`config.mk`:
```
export PLATFORM = sky130hd
export DESIGN_NAME = irqpm_top
export DESIGN_NICKNAME = d
export VERILOG_FILES = /design/src/hdl/irqpm_pkg.sv /design/src/hdl/irqpm_top.sv
export VERILOG_INCLUDE_DIRS = /design/src /design/src/hdl
export SDC_FILE = /design/constraint.sdc
export NUM_CORES = 1
export LEC_CHECK = 0
export BUFFER_PORTS_ARGS = -buffer_cell sky130_fd_sc_hd__buf_2
export CORE_ASPECT_RATIO = 2
export CORE_MARGIN = 1.5
export CORE_UTILIZATION = 50
export CTS_CLUSTER_DIAMETER = 50
export DETAILED_ROUTE_END_ITERATION = 7
export PLACE_DENSITY = 0.86
export SYNTH_ARGS = -nofsm -noshare
export SYNTH_HDL_FRONTEND = slang
export SYNTH_SLANG_ARGS = --single-unit
export TNS_END_PERCENT = 5
```
`constraint.sdc`:
```
create_clock -name MCLK_IN -period 4.8 [get_ports MCLK_IN]
set_input_delay 0.24 -clock MCLK_IN [delete_from_list [all_inputs] [get_ports MCLK_IN]]
set_output_delay 0.24 -clock MCLK_IN [all_outputs]
set_load 0.05 [all_outputs]
```
`src/hdl/irqpm_cfg.svh`:
```
// constants for the interrupt priority and power mode block
// assumes a 32-bit AXI4-Lite register bus, byte addresses
`ifndef IRQPM_CFG_SVH
`define IRQPM_CFG_SVH
// register indices, byte address is index times four
`define IDX_POWER_CONTROL   8'h87
`define IDX_PRIO_A          8'hF6
`define IDX_PRIO_B          8'hF7
`define IDX_PM_STATUS       8'hF8
`define ADDR_W              12
`define RST_BYTE            8'h00
`define PRIO_B_MASK         8'h5F
`define PC_STOP_BIT         1
`define PC_IDLE_BIT         0
`define RESP_OKAY           2'b00
`define RESP_SLVERR         2'b10
`define RESET_VECTOR        20'h00000
`define MCD_TIMEOUT_NS      100000
`define CLK_PERIOD_NS       40
`endif

```
`src/hdl/irqpm_pkg.sv`:
```
// types for the interrupt priority and power mode block
// assumes irqpm_cfg.svh supplies the numeric constants
package irqpm_pkg;
  typedef enum logic [1:0] {PM_RUN, PM_IDLE, PM_STOP} pm_state_t;
  typedef struct packed {
    logic [7:0] prio_a;
    logic [7:0] prio_b;
  } prio_t;
endpackage : irqpm_pkg

```
`src/hdl/irqpm_top.sv`:
```
// interrupt priority registers and idle/stop power mode control
// assumes an AXI4-Lite master, core instruction-complete strobe, sync reset
//
// Behaviour
// - priority A at 0xF6, all pages, resets zero, one means high priority.
// - priority A bits 7..4: cmp1 rise, cmp1 fall, cmp0 rise, cmp0 fall.
// - priority A bits 3..0: counter array, conv0 window, two-wire, serial periph.
// - priority B at 0xF7, resets zero; bits 7 and 5 read zero, ignore writes.
// - priority B bit 6 uart b, bit 4 conv2 eoc, bit 3 conv2 window.
// - priority B bit 2 timer four, bit 1 conv0 eoc, bit 0 timer three.
// - idle bit write halts processor once writing instruction completes.
// - idle keeps state and peripheral clocks; only processor clock gated.
// - enabled interrupt or reset ends idle, processor resumes and services it.
// - after return, execution continues after the idle-setting instruction.
// - reset ending idle runs normal reset sequence from address zero.
// - unserviced watchdog reset eventually ends idle mode.
// - stop bit write stops processor and oscillators after instruction completes.
// - only reset ends stop; restart at address zero.
// - missing clock detector reset ends stop; disable it beyond 100 us.
// - power control at 0x87, all pages, resets zero, upper bits reserved.
// - stop and idle bits act on writing one and read as zero.
`timescale 1ns/1ps
`include "irqpm_cfg.svh"

module irqpm_top (
  // clock and reset
  input  wire logic                      MCLK_IN,
  input  wire logic                      NRST_IN,
  // axi4-lite write address and data
  input  wire logic [`ADDR_W-1:0]        AWADDR_IN,
  input  wire logic                      AWVALID_IN,
  output logic                           AWREADY_OUT,
  input  wire logic [31:0]               WDATA_IN,
  input  wire logic [3:0]                WSTRB_IN,
  input  wire logic                      WVALID_IN,
  output logic                           WREADY_OUT,
  // axi4-lite write response
  output logic [1:0]                     BRESP_OUT,
  output logic                           BVALID_OUT,
  input  wire logic                      BREADY_IN,
  // axi4-lite read
  input  wire logic [`ADDR_W-1:0]        ARADDR_IN,
  input  wire logic                      ARVALID_IN,
  output logic                           ARREADY_OUT,
  output logic [31:0]                    RDATA_OUT,
  output logic [1:0]                     RRESP_OUT,
  output logic                           RVALID_OUT,
  input  wire logic                      RREADY_IN,
  // core side
  input  wire logic                      INSTR_DONE_IN,
  input  wire logic                      IRQ_ENABLED_IN,
  input  wire logic                      WDT_RESET_IN,
  input  wire logic                      MCD_RESET_IN,
  output irqpm_pkg::prio_t               PRIO_OUT,
  output logic                           CPU_CLK_EN_OUT,
  output logic                           OSC_EN_OUT,
  output logic                           IDLE_WAKE_OUT,
  output logic                           CORE_RESET_OUT,
  output logic [19:0]                    RESET_VECTOR_OUT
);
  import irqpm_pkg::*;

  // ----------------------------------------------------------------
  // input synchronisers (peripheral and reset sources are asynchronous)
  // ----------------------------------------------------------------
  wire [2:0] async_in = {MCD_RESET_IN, WDT_RESET_IN, IRQ_ENABLED_IN};
  wire [2:0] sync_out;
  // one two-stage chain per source; only the second stage is read
  for (genvar g = 0; g < 3; g++) begin : g_sync
    logic [1:0] stage_q;
    always_ff @(posedge MCLK_IN) begin
      if (!NRST_IN) begin
        stage_q <= 2'h0;
      end else begin
        stage_q <= {stage_q[0], async_in[g]};
      end
    end
    assign sync_out[g] = stage_q[1];
  end
  wire irq_sync = sync_out[0];
  // internal resets from watchdog and missing clock detector
  wire int_rst  = sync_out[1] | sync_out[2];

  // ----------------------------------------------------------------
  // axi4-lite write channel
  // ----------------------------------------------------------------
  logic                 aw_hold_q;
  logic                 w_hold_q;
  logic [`ADDR_W-1:0]   awaddr_q;
  logic [31:0]          wdata_q;
  logic [3:0]           wstrb_q;
  wire aw_hs = AWVALID_IN & AWREADY_OUT;
  wire w_hs  = WVALID_IN & WREADY_OUT;
  wire aw_ok = aw_hold_q | aw_hs;
  wire w_ok  = w_hold_q | w_hs;
  wire wr_go = aw_ok & w_ok & ~BVALID_OUT;
  wire [`ADDR_W-1:0] wa = aw_hold_q ? awaddr_q : AWADDR_IN;
  wire [31:0]        wd = w_hold_q ? wdata_q : WDATA_IN;
  wire [3:0]         ws = w_hold_q ? wstrb_q : WSTRB_IN;
  wire [`ADDR_W-3:0] widx = wa[`ADDR_W-1:2];
  wire               wlane = ws[0];

  // address half of a write waits here for the data half
  always_ff @(posedge MCLK_IN) begin
    if (!NRST_IN) begin
      aw_hold_q <= 1'b0;
      awaddr_q  <= '0;
    end else if (wr_go) begin
      aw_hold_q <= 1'b0;
    end else if (aw_hs) begin
      aw_hold_q <= 1'b1;
      awaddr_q  <= AWADDR_IN;
    end
  end

  // data half of a write waits here for the address half
  always_ff @(posedge MCLK_IN) begin
    if (!NRST_IN) begin
      w_hold_q <= 1'b0;
      wdata_q  <= '0;
      wstrb_q  <= '0;
    end else if (wr_go) begin
      w_hold_q <= 1'b0;
    end else if (w_hs) begin
      w_hold_q <= 1'b1;
      wdata_q  <= WDATA_IN;
      wstrb_q  <= WSTRB_IN;
    end
  end

  // one-cycle ready pulses; accept each channel once per write
  always_ff @(posedge MCLK_IN) begin
    if (!NRST_IN) begin
      AWREADY_OUT <= 1'b0;
    end else begin
      AWREADY_OUT <= ~AWREADY_OUT & ~aw_hold_q & ~BVALID_OUT
                   & AWVALID_IN & ~wr_go;
    end
  end

  always_ff @(posedge MCLK_IN) begin
    if (!NRST_IN) begin
      WREADY_OUT <= 1'b0;
    end else begin
      WREADY_OUT <= ~WREADY_OUT & ~w_hold_q & ~BVALID_OUT
                  & WVALID_IN & ~wr_go;
    end
  end

  wire wr_known = (widx == 10'(`IDX_POWER_CONTROL)) | (widx == 10'(`IDX_PRIO_A))
                | (widx == 10'(`IDX_PRIO_B)) | (widx == 10'(`IDX_PM_STATUS));

  always_ff @(posedge MCLK_IN) begin
    if (!NRST_IN) begin
      BVALID_OUT <= 1'b0;
    end else if (wr_go) begin
      BVALID_OUT <= 1'b1;
    end else if (BREADY_IN) begin
      BVALID_OUT <= 1'b0;
    end
  end

  // unmapped addresses answer with an error and the write is dropped
  always_ff @(posedge MCLK_IN) begin
    if (!NRST_IN) begin
      BRESP_OUT <= `RESP_OKAY;
    end else if (wr_go) begin
      BRESP_OUT <= wr_known ? `RESP_OKAY : `RESP_SLVERR;
    end
  end

  // ----------------------------------------------------------------
  // priority registers
  // ----------------------------------------------------------------
  // bit order a: cmp1 rise, cmp1 fall, cmp0 rise, cmp0 fall, counter array,
  // conv0 window, two-wire, serial periph (msb to lsb)
  always_ff @(posedge MCLK_IN) begin
    if (!NRST_IN) begin
      PRIO_OUT.prio_a <= `RST_BYTE;
    end else if (wr_go && wlane && widx == 10'(`IDX_PRIO_A)) begin
      PRIO_OUT.prio_a <= wd[7:0];
    end
  end

  // bit order b: unused, uart b, unused, conv2 eoc, conv2 window,
  // timer four, conv0 eoc, timer three
  always_ff @(posedge MCLK_IN) begin
    if (!NRST_IN) begin
      PRIO_OUT.prio_b <= `RST_BYTE;
    end else if (wr_go && wlane && widx == 10'(`IDX_PRIO_B)) begin
      PRIO_OUT.prio_b <= wd[7:0] & `PRIO_B_MASK;
    end
  end

  // ----------------------------------------------------------------
  // power mode control
  // ----------------------------------------------------------------
  // mode bits are write-one triggers; no storage, so they read zero
  wire pc_wr   = wr_go & wlane & (widx == 10'(`IDX_POWER_CONTROL));
  wire req_stp = pc_wr & wd[`PC_STOP_BIT];
  wire req_idl = pc_wr & wd[`PC_IDLE_BIT];

  pm_state_t state_q;
  pm_state_t state_d;
  logic      pend_idle_q;
  logic      pend_stop_q;

  // request waits for the writing instruction to finish
  always_ff @(posedge MCLK_IN) begin
    if (!NRST_IN || int_rst) begin
      pend_idle_q <= 1'b0;
      pend_stop_q <= 1'b0;
    end else if (state_q != PM_RUN) begin
      pend_idle_q <= 1'b0;
      pend_stop_q <= 1'b0;
    end else begin
      if (req_stp) pend_stop_q <= 1'b1;
      if (req_idl) pend_idle_q <= 1'b1;
    end
  end

  always_comb begin
    state_d = state_q;
    case (state_q)
      PM_RUN: begin
        if (INSTR_DONE_IN && pend_stop_q) begin
          state_d = PM_STOP;
        end else if (INSTR_DONE_IN && pend_idle_q) begin
          state_d = PM_IDLE;
        end
      end
      PM_IDLE: begin
        if (irq_sync) begin
          state_d = PM_RUN;
        end
      end
      // only a reset leaves stop
      PM_STOP: state_d = PM_STOP;
      default: state_d = PM_RUN;
    endcase
  end

  always_ff @(posedge MCLK_IN) begin
    if (!NRST_IN || int_rst) begin
      state_q <= PM_RUN;
    end else begin
      state_q <= state_d;
    end
  end

  // ----------------------------------------------------------------
  // core-facing outputs
  // ----------------------------------------------------------------
  wire to_idle = (state_q == PM_RUN) & INSTR_DONE_IN & pend_idle_q & ~pend_stop_q;
  wire to_stop = (state_q == PM_RUN) & INSTR_DONE_IN & pend_stop_q;
  wire wake    = (state_q == PM_IDLE) & irq_sync;

  // idle gates only the processor clock; peripherals keep running
  always_ff @(posedge MCLK_IN) begin
    if (!NRST_IN || int_rst) begin
      CPU_CLK_EN_OUT <= 1'b1;
    end else begin
      CPU_CLK_EN_OUT <= ~(to_idle | to_stop) & (CPU_CLK_EN_OUT | wake);
    end
  end

  // oscillator comes back only through a reset
  always_ff @(posedge MCLK_IN) begin
    if (!NRST_IN || int_rst) begin
      OSC_EN_OUT <= 1'b1;
    end else begin
      OSC_EN_OUT <= OSC_EN_OUT & ~to_stop;
    end
  end

  // core takes the interrupt; its return address is the next instruction
  always_ff @(posedge MCLK_IN) begin
    if (!NRST_IN || int_rst) begin
      IDLE_WAKE_OUT <= 1'b0;
    end else begin
      IDLE_WAKE_OUT <= wake;
    end
  end

  // core reset request; the core restarts at the reset vector
  always_ff @(posedge MCLK_IN) begin
    if (!NRST_IN) begin
      CORE_RESET_OUT <= 1'b1;
    end else begin
      CORE_RESET_OUT <= int_rst;
    end
  end

  always_ff @(posedge MCLK_IN) begin
    if (!NRST_IN) begin
      RESET_VECTOR_OUT <= `RESET_VECTOR;
    end else begin
      RESET_VECTOR_OUT <= `RESET_VECTOR;
    end
  end

  // ----------------------------------------------------------------
  // axi4-lite read channel
  // ----------------------------------------------------------------
  wire [`ADDR_W-3:0] ridx = ARADDR_IN[`ADDR_W-1:2];
  logic [7:0] rbyte;
  logic       rhit;
  always_comb begin
    rbyte = 8'h00;
    rhit  = 1'b1;
    case (ridx)
      10'(`IDX_POWER_CONTROL): rbyte = 8'h00;
      10'(`IDX_PRIO_A):        rbyte = PRIO_OUT.prio_a;
      10'(`IDX_PRIO_B):        rbyte = PRIO_OUT.prio_b;
      10'(`IDX_PM_STATUS):     rbyte = {6'h00, state_q == PM_STOP, state_q == PM_IDLE};
      default:                 rhit  = 1'b0;
    endcase
  end

  always_ff @(posedge MCLK_IN) begin
    if (!NRST_IN) begin
      ARREADY_OUT <= 1'b0;
    end else begin
      ARREADY_OUT <= ~ARREADY_OUT & ~RVALID_OUT & ARVALID_IN;
    end
  end

  always_ff @(posedge MCLK_IN) begin
    if (!NRST_IN) begin
      RVALID_OUT <= 1'b0;
    end else if (ARVALID_IN && ARREADY_OUT) begin
      RVALID_OUT <= 1'b1;
    end else if (RREADY_IN) begin
      RVALID_OUT <= 1'b0;
    end
  end

  // data and response are captured once and stand until taken
  always_ff @(posedge MCLK_IN) begin
    if (!NRST_IN) begin
      RDATA_OUT <= 32'h0000_0000;
      RRESP_OUT <= `RESP_OKAY;
    end else if (ARVALID_IN && ARREADY_OUT) begin
      RDATA_OUT <= {24'h000000, rbyte};
      RRESP_OUT <= rhit ? `RESP_OKAY : `RESP_SLVERR;
    end
  end

endmodule : irqpm_top

```
==> results.md, run 1 <==
- Status: complete, no violations
- Post-synth EDFFs: 0
- Placed cells: ~470
- Area leader, netlist: dfxtp_1
- Initial antenna violation count: 0
- Worst-path maximum fanout: 14
- Final net count: approximately 460
- Register area: 0.001281 mm^2
- Crit path required time: 5.01 ns
- Top cells by count, synth: dfxtp_1 (64), buf_4 (50), mux2i_1 (39)
- Core area: around 0.0063 mm^2
- Tmin final: between 2 and 2.5 ns
- CP Launch Type: register
- TritonRoute pass-1 iters: 4
- Post-CTS Setup Bufs: 0
- Multi-input combinational cell area: roughly 0.0017 mm^2
- Cell count after synthesis: between 300 and 400
- DRT iter0 DRCs: 53
- Die area: roughly 0.007 mm^2
- Fin worst setup slack: between 2 and 2.5 ns
- Final setup fails: 0
- Final std cells w/o fill: ~480
- Reg-to-reg startpoint: w_hold_q$_SDFFE_PP0P_
- Hold WC Path Type: primary input to register
- Hold path endpoint: g_sync[2].stage_q[0]$_SDFF_PN0_
- Setup Skew: between 0.004 and 0.005 ns
- R2R Setup Slk: 2.44 ns
- Synthesized area per cell: about 10 um^2
- Vias per cell: between 5 and 6
- Initial core utilization: just over 50%
- Final Max Tran Viols: 0
- Die X: about 60 um
- Worst setup EP type: register
- Post-Route WL: between 6 and 7 mm
- Synth warnings: 0
- Top-count cell post-synth: dfxtp_1
- Synth cell types: 55
- Total GRT Usage: approximately a fifth
- Leak: about 1.8 nW
- Peak supply drop: 0.2350 mV
- Proportion of netlist area held by the largest area contributor: just under 40%
- RePlAce Congestion: 0.7951
- Relative slew margins: ~14%
- CP Data Arrival Time: roughly 2.6 ns
- Worst hold margin: between 0.1 and 0.15 ns
- Worst-skew pair later-pin latency: 0.33 ns
- Wire per inst: about 13 um
- Number of top-level pins: approximately 150
- CTS Sinks: 64
- Area Overhead vs Synth: 15.02%
- Util after Layout: between 50% and 60%
- I/O Buffers: just over 70
- Hold buffer count at CTS: 0
- Setup TNS: 0 ns
- Antenna diodes: 0
- Flops & latches, synth: 64
- HPWL Detailed: 4.808 mm
- Hold Crit Depth: 2
- Worst slack, placed: ~2.4 ns
- Path depth of the worst reg2reg path: 4
- Top cells by area, synth: dfxtp_1 (39%), mux2i_1 (12%), buf_4 (11%)
- Critical path class: register to register
- Rows: slightly above 40
- Pwr/cell area: roughly 370 mW/mm^2
- Capturing point of the worst reg2reg path: awaddr_q[5]$_SDFFE_PN0P_
- Final hold viol count: 0
- Bufs on Longest Clock Path: 2
- Vias in the first global route: around 2400
- Main flop type after synthesis: dfxtp_1
- RSZ-0062 raised after global routing: no
- CTS H-tree depth: 3
- Share of layout cells above drive strength 1: between 20 and 30%
- Hold path start: MCD_RESET_IN
- Largest net degree at the start of global routing: 65
- Crit path launch: w_hold_q$_SDFFE_PP0P_
- Seq/Total Area, Yosys: 39.14%
- Congestion Overflow GR: 0
- DRT antenna net count: 0
- FFs w/ async S/R, synth: 0%
- Die height: between 100 and 150 um
- Root buf cell: clkbuf_16
- Max-Cap Viols: 0
- Final worst path period share: 49.08%
- CTS clk-pin slew, worst paths: roughly 0.050 ns
- # resized after CTS: 0
- Cell Area, Synth: 0.003273 mm^2
- Filler instances: roughly 570
- TritonCTS clock tree: done
- FMAX: between 400 and 500 MHz
- DRC Markers: 0
- Routed via count: ~2400
- CTS Buf Count: 9
- First-pass GRT wire length: around 10 mm
- Worst-Margin Slew: between 1 and 1.5 ns
how the worst max path moves through the flow:
stage	cells past startpoint	to	slack, ns
floorplan	4	PRIO_OUT[10]$_SDFFE_PN0P_	3.14
global placement	4	awaddr_q[11]$_SDFFE_PN0P_	2.54
finish	4	awaddr_q[5]$_SDFFE_PN0P_	2.44
global route	4	awaddr_q[11]$_SDFFE_PN0P_	2.28
CTS	4	awaddr_q[9]$_SDFFE_PN0P_	2.43
detailed placement	4	awaddr_q[5]$_SDFFE_PN0P_	2.45
flip-flops by register name (all words and copies together), names as in the netlist, 2 cells and up:
| signal | flops |
|---|---|
| state_q | 2 |
| awaddr_q | 10 |
| PRIO_OUT | 14 |
| wdata_q | 8 |
| g_sync.stage_q | 6 |
| RDATA_OUT | 8 |
kinds of logic after synthesis:
group | share of synthesized area [%]
mux | 15.37
flops | 39.14
other cells | 0.1146
buf+inv | 14.41
compound gates | 9.939
simple gates | 21.03
where the power goes:
part	leakage (nW)	switching, mW	internal (mW)
registers	0.519	0.0104	0.544
logic	1.17	0.140	0.0441
clock network	0.150	0.216	0.428
total	1.84	0.366	1.02
cells in the final DEF, fill, tap and decap left out, types with 9 or more instances in the layout:
cell type,n
nand2_1,22
dfxtp_1,64
conb_1,48
buf_2,72
mux2_2,10
nor2b_1,30
mux2i_1,39
clkbuf_16,9
critical path, stage by stage, from the launching register on:
cell and delay (ns):
dfxtp_1 0.71, a21oi_2 0.12, o211ai_1 1.04, mux2i_1 0.30, nor2b_1 0.07
per-stage QoR:
| stage | cell area [um^2] | power, mW |
|---|---|---|
| finish | 3765 | 1.382 |
| detailed placement | 3465 | 0.7483 |
| CTS | 3765 | 1.391 |
| floorplan | 3450 | 0.7480 |
| global placement | 3465 | 0.7447 |
| global route | 3765 | 1.429 |
per-layer routing:
metal	vias up	part of all wire [%]	global-route usage, %
met1	1128	38	20.01
met3	23	4.8	3.528
met2	93	53	31.52
met5	-	0	0
li1	1190	-	-
met4	0	4.5	14.03
layout make-up:
cell class | instances | area share [%]
clock inverters | 3 | 1.063
multi-input cells | 241 | 45.06
well taps | 86 | 2.858
flip-flops and latches | 64 | 34.03
inverters | 5 | 0.4985
repair buffers | 72 | 9.571
clock buffers | 13 | 6.913
Note: power is estimated with default switching activity, not from simulation.
==> run 2, diff against run 1 <==
--- a/config.mk
+++ b/config.mk
@@ -9,10 +9,10 @@
 export BUFFER_PORTS_ARGS = -buffer_cell sky130_fd_sc_hd__buf_2
 export CORE_ASPECT_RATIO = 2
 export CORE_MARGIN = 1.5
-export CORE_UTILIZATION = 50
+export CORE_UTILIZATION = 42
 export CTS_CLUSTER_DIAMETER = 50
 export DETAILED_ROUTE_END_ITERATION = 7
-export PLACE_DENSITY = 0.86
+export PLACE_DENSITY = 0.77
 export SYNTH_ARGS = -nofsm -noshare
 export SYNTH_HDL_FRONTEND = slang
 export SYNTH_SLANG_ARGS = --single-unit
==> constraint.sdc (replaced) <==
create_clock -name MCLK_IN -period 2 [get_ports MCLK_IN]
set_input_delay 0.1 -clock MCLK_IN [delete_from_list [all_inputs] [get_ports MCLK_IN]]
set_output_delay 0.1 -clock MCLK_IN [all_outputs]
set_load 0.05 [all_outputs]
==> run 2 against run 1 <==
Cell count is 3.3% higher. Clock-buffer cell count is 2 higher. Total power is 130% higher. Hold slack worse by 0.081 ns. Largest cell class unchanged.
==> results.md, run 2 (synthesized netlist as in run 1, its figures left out) <==
- Setup TNS: 0 ns
- Worst-Margin Slew: between 0.6 and 0.7 ns
- Pwr/cell area: between 800 and 900 mW/mm^2
- CTS Sinks: 64
- Root buf cell: clkbuf_16
- Worst-path cell chain: buf_4 -> nand4b_1 -> a21oi_1 -> o2111ai_1 -> a32o_1
- Hold Crit Depth: 3
- Leak: roughly 1.9 nW
- Crit path required time: between 2 and 2.5 ns
- Die height: approximately 130 um
- I/O Buffers: 72
- DRT antenna net count: 0
- Routed via count: 2451
- First-pass GRT wire length: between 10 and 15 mm
- RePlAce Congestion: slightly above 0.8
- Worst hold margin: approximately 0.042 ns
- Rows: 45
- Peak supply drop: 0.6841 mV
- Setup Skew: 0.004639 ns
- Filler instances: 733
- Largest register by flop count: PRIO_OUT
- Wire per inst: between 10 and 15 um
- Final setup fails: 0
- Relative slew margins: a little under three fifths
- Initial antenna violation count: 0
- CTS clk-pin slew, worst paths: 0.05 ns
- Worst setup EP type: register
- Worst slack, placed: approximately 0.19 ns
- DRC Markers: 0
- RSZ-0062 raised after global routing: no
- Final std cells w/o fill: 500
- Placed cells: 482
- FMAX: ~540 MHz
- # resized after CTS: 0
- CP Data Arrival Time: a little over 2 ns
- Total GRT Usage: between 10% and 20%
- CTS H-tree depth: 3
- TritonRoute pass-1 iters: 4
- Core area: ~0.0075 mm^2
- Worst path depth: 5
- Fin worst setup slack: between 0.15 and 0.2 ns
- CP Buf/Inv Count: 1
- Multi-input combinational cell area: about 0.0017 mm^2
- Congestion Overflow GR: 0
- Largest register FFs: 14
- Reg-to-reg startpoint: aw_hold_q$_SDFFE_PP0P_
- Most frequent cells in the layout: buf_2 (72), dfxtp_1 (64), conb_1 (48), mux2i_1 (39), nor2b_1 (30)
- Crit-path max cell delay: 0.42 ns
- Bufs on Longest Clock Path: 2
- Tmin final: roughly 1.8 ns
- Area Overhead vs Synth: 16.63%
- Final worst path period share: 91.78%
- Most common cell after layout, fill and taps aside: buf_2
- Die X: between 60 and 70 um
- Largest registers: PRIO_OUT x14, awaddr_q x10
- Max-Cap Viols: 0
- R2R Setup Slk: roughly 0.16 ns
- TritonCTS clock tree: done
- CP top delay family: compound AO/OA/AOI/OAI gates
- Largest net degree at the start of global routing: 35
- Hold WC Path Type: primary input to register
- CTS Buf Count: 9
- Antenna diodes: 0
- Total power: 3.173 mW
- Final net count: 473
- Path depth of the worst reg2reg path: 5
- Share of layout cells above drive strength 1: between 20 and 30%
- Worst-skew pair later-pin latency: approximately 0.33 ns
- CP Launch Type: register
- Initial core utilization: about 43%
- Number of top-level pins: roughly 150
- Final Max Tran Viols: 0
- Register area: between 0.001 and 0.0015 mm^2
- Worst-path maximum fanout: 10
- DRT iter0 DRCs: slightly above 60
- Capturing point of the worst reg2reg path: BRESP_OUT[1]$_SDFFE_PN0P_
- Post-Route WL: 6.596 mm
- Vias per cell: 4.902
- Die area: 0.008364 mm^2
- Hold path start: RREADY_IN
- Status: complete, no violations
- Vias in the first global route: roughly 2300
- HPWL Detailed: just over 5 mm
- Hold path endpoint: RVALID_OUT$_SDFFE_PN0P_
- Critical path class: register to register
- Final hold viol count: 0
- Crit path max-delay cell type: a21oi_1
==> run 2: where the power goes <==
part	internal, mW	switching (mW)	leakage, nW
registers	1.31	0.0185	0.519
logic	0.115	0.344	1.21
clock network	0.898	0.490	0.130
total	2.32	0.853	1.86
==> run 2: worst max-delay path by stage <==
stage / start / to / slack, ns
after global placement: aw_hold_q$_SDFFE_PP0P_ / PRIO_OUT[2]$_SDFFE_PN0P_ / 0.22
final: aw_hold_q$_SDFFE_PP0P_ / BRESP_OUT[1]$_SDFFE_PN0P_ / 0.16
after detailed placement: aw_hold_q$_SDFFE_PP0P_ / BRESP_OUT[1]$_SDFFE_PN0P_ / 0.19
after floorplan: WREADY_OUT$_SDFF_PN0_ / PRIO_OUT[10]$_SDFFE_PN0P_ / 0.34
after CTS: aw_hold_q$_SDFFE_PP0P_ / BRESP_OUT[1]$_SDFFE_PN0P_ / 0.17
after global routing: aw_hold_q$_SDFFE_PP0P_ / BRESP_OUT[1]$_SDFFE_PN0P_ / 0.04
==> run 2: through the flow <==
step                util (%)  area, um^2
floorplan                  -        3450
detailed placement     46.65        3520
global placement       46.65        3520
finish                 50.60        3817
global route           50.60        3817
CTS                    50.60        3817
==> run 2: area by class of cell <==
class / count / area share, %
repair buffers: 81 / 11.41
inverters: 5 / 0.4916
clock buffers: 15 / 7.014
flip-flops and latches: 64 / 33.56
well taps: 94 / 3.081
multi-input cells: 241 / 44.44
==> run 2: timing repair <==
| action | 4_1_cts | 5_1_grt |
|---|---|---|
| hold endpoints to repair | 3 | 0 |
| hold buffers | 3 | 0 |
| setup buffers | 0 | 0 |
==> run 2: metal layers <==
layer	vias up	wire length (um)	GRT usage (%)	share of wire [%]
met5	-	0	0	0
met4	0	335	12.25	5.1
met3	26	414	4.829	6.3
met2	100	3382	28.81	51
met1	1121	2464	16.96	37
li1	1204	-	-	-
==> run 2: worst register-to-register path, stage by stage, from the launching register on <==
cell and delay [ns]:
dfxtp_1 0.36, buf_4 0.20, nand4b_1 0.23, a21oi_1 0.43
o2111ai_1 0.22, a32o_1 0.29
==> run 3, diff against run 2 <==
--- a/config.mk
+++ b/config.mk
@@ -6,13 +6,14 @@
 export SDC_FILE = /design/constraint.sdc
 export NUM_CORES = 1
 export LEC_CHECK = 0
+export ABC_AREA = 1
 export BUFFER_PORTS_ARGS = -buffer_cell sky130_fd_sc_hd__buf_2
 export CORE_ASPECT_RATIO = 2
 export CORE_MARGIN = 1.5
-export CORE_UTILIZATION = 42
+export CORE_UTILIZATION = 30
 export CTS_CLUSTER_DIAMETER = 50
 export DETAILED_ROUTE_END_ITERATION = 7
-export PLACE_DENSITY = 0.77
+export PLACE_DENSITY = 0.58
 export SYNTH_ARGS = -nofsm -noshare
 export SYNTH_HDL_FRONTEND = slang
 export SYNTH_SLANG_ARGS = --single-unit
==> constraint.sdc (replaced) <==
create_clock -name MCLK_IN -period 1.6 [get_ports MCLK_IN]
set_input_delay 0.08 -clock MCLK_IN [delete_from_list [all_inputs] [get_ports MCLK_IN]]
set_output_delay 0.08 -clock MCLK_IN [all_outputs]
set_load 0.05 [all_outputs]
==> run 3 against run 2 <==
Sequential share of layout area is 4.6 points lower. Total power grew 38%. Sequential power rose by 26%. Flip-flop and latch count is the same. Largest power group unchanged. Clock skew is 0.00078 ns higher.
==> results.md, run 3 <==
- Crit path required time: 1.82 ns
- Largest net degree at the start of global routing: 43
- CP top delay family: simple AND/OR/NAND/NOR gates
- RSZ-0062 raised after global routing: yes
- DRC Markers: 0
- Main flop type after synthesis: dfxtp_1
- Top cells by area, synth: dfxtp_1 (37%), nand2_1 (13%), buf_4 (11%)
- Congestion Overflow GR: 0
- Most frequent cells in the layout: nand2_1 (109), buf_2 (72), dfxtp_1 (61), nor2_1 (52), conb_1 (48)
- Worst-path cell chain: buf_12 -> clkinv_8 -> buf_12 -> nand3_4 -> nand2_4 -> nand3_4 -> nor2_4 -> clkbuf_16 -> nand4_1 -> nand2_1 -> nor2_1
- Final net count: around 660
- Flops & latches, synth: 64
- Largest register by flop count: PRIO_OUT
- Die X: 78.65 um
- CTS Buf Count: 9
- Register area: roughly 0.0013 mm^2
- Synth Area in Compound Gates: between 10 and 15%
- Post-synth EDFFs: 0
- Area Overhead vs Synth: 29.05%
- Hold WC Path Type: primary input to register
- Peak supply drop: roughly 0.51 mV
- Leak: about 2.1 nW
- FMAX: 643.2 MHz
- Tmin final: 1.555 ns
- DRT iter0 DRCs: 88
- Share of layout cells above drive strength 1: a little over a quarter
- First-pass GRT wire length: about 13 mm
- TritonCTS clock tree: done
- Wire per inst: between 10 and 15 um
- DRT antenna net count: 0
- Vias per cell: around 4.3
- Most common cell after layout, fill and taps aside: nand2_1
- Vias in the first global route: 2983
- Adder-cell share of the synthesized area: 0%
- Cell count after synthesis: between 400 and 500
- Largest registers: PRIO_OUT x14, awaddr_q x10
- Bufs on Longest Clock Path: 2
- Largest register FFs: 14
- Die area: approximately 0.012 mm^2
- Multiplexer area fraction after synthesis: 0.5831%
- Rows: 55
- CP Launch Type: register
- Setup TNS: 0 ns
- HPWL Detailed: between 6 and 7 mm
- Util after Layout: between 30% and 40%
- I/O Buffers: 72
- Initial core utilization: ~30%
- Final setup fails: 0
- RePlAce Congestion: around 0.81
- Cell Area, Synth: 0.003433 mm^2
- Post-Synth XOR/XNOR Area: 0%
- Core area: ~0.011 mm^2
- Root buf cell: clkbuf_16
- Max-Cap Viols: 0
- Multi-input combinational cell area: around 0.0017 mm^2
- Proportion of netlist area held by the largest area contributor: between 30% and 40%
- Area leader, netlist: dfxtp_1
- CP Buf/Inv Count: 4
- Top-count cell post-synth: nand2_1
- Final worst path period share: slightly below 100%
- CP Data Arrival Time: approximately 1.8 ns
- Worst-path maximum fanout: 8
- CTS clk-pin slew, worst paths: around 0.050 ns
- Initial antenna violation count: 1
- Setup Skew: between 0.005 and 0.006 ns
- Pwr/cell area: around 1000 mW/mm^2
- Synth cell types: 31
- Routed via count: 3166
- Filler instances: ~1200
- Seq/Total Area, Yosys: a little under two fifths
- Worst setup EP type: register
- Post-Route WL: 8.024 mm
- Worst-skew pair later-pin latency: 0.33 ns
- Total GRT Usage: approximately 13%
- Final Max Tran Viols: 0
- CTS Sinks: 64
- Top cells by count, synth: nand2_1 (116), dfxtp_1 (64), nor2_1 (53)
- Status: complete, no violations
- Crit path max-delay cell type: dfxtp_2
- FFs w/ async S/R, synth: 0%
- Die height: about 150 um
- Crit-path max cell delay: ~0.32 ns
- Critical path class: register to register
- CTS H-tree depth: 3
- Final hold viol count: 0
- Synth warnings: 0
- Simple-Gate Fraction of Synth Area: approximately 32%
- Largest family of logic cells by synthesized area: simple AND/OR/NAND/NOR gates
- Number of top-level pins: 152
- Synthesized area per cell: between 7 and 8 um^2
- TritonRoute pass-1 iters: 4
## run 3: worst paths after layout
check	start	end	slack [ns]	cells after the start
worst max register to register	aw_hold_q$_SDFFE_PP0P_	PRIO_OUT[13]$_SDFFE_PN0P_	0.05	11
worst max-delay path	aw_hold_q$_SDFFE_PP0P_	PRIO_OUT[13]$_SDFFE_PN0P_	0.05	11
worst min-delay path	AWADDR_IN[4]	awaddr_q[4]$_SDFFE_PN0P_	0.02	3
worst min register to register	g_sync[2].stage_q[0]$_SDFF_PN0_	g_sync[2].stage_q[1]$_SDFF_PN0_	0.41	2
## run 3: area by class of cell
cell class	count	area share, %
Clock inverter	4	1.186
Clock buffer	12	5.789
Tap cell	142	4.010
Sequential cell	64	29.00
Multi-Input combinational cell	352	38.89
Timing Repair Buffer	108	16.55
Inverter	50	4.518
Antenna cell	1	0.05648
## run 3: tightest hold or removal path, stage by stage
cell,delay (ns)
buf_2,0.09
inv_1,0.04
a21oi_1,0.10
## run 3: kinds of logic after synthesis
group                  after synthesis
and+or+nand+nor                    235
AOI/OAI and AO/OA                   67
other                                1
buffers and inverters              114
muxes                                2
DFF                                 64
## run 3: repair_timing
action                     4_1_cts  5_1_grt
gates resized for setup          1       17
gates cloned                     0        2
hold endpoints to repair         7        0
setup buffers                    0        8
pin swaps                        0       18
hold buffers                     7        0
setup endpoints to repair       12       20
## run 3: where the power goes
group          switching, mW  leakage, nW  internal (mW)  total, mW
Clock                  0.679        0.141           1.29       1.97
Sequential            0.0225        0.521           1.64       1.67
Combinational          0.545         1.47          0.195      0.740
Total                   1.25         2.14           3.13       4.37
## run 3: per-layer routing
metal	vias to the layer above	part of all wire, %	GRT usage [%]
met3	13	5.0	3.481
li1	1635	-	-
met2	104	59	27.55
met5	-	0	0
met1	1414	34	11.45
met4	0	2.0	6.207
## run 3: per-stage QoR
stage,cells,instance area [um^2],hold WS [ns],setup slack (ns),power [mW]
final,733,4431,0.02250,0.04528,4.374
after global routing,733,4431,0.01856,-0.05944,4.560
after floorplan,530,3612,0.1776,0.01296,2.323
after CTS,722,4237,0.009592,-0.003787,4.378
after global placement,699,3852,0.2606,-0.002817,2.367
after detailed placement,699,3852,0.2677,-0.06049,2.377
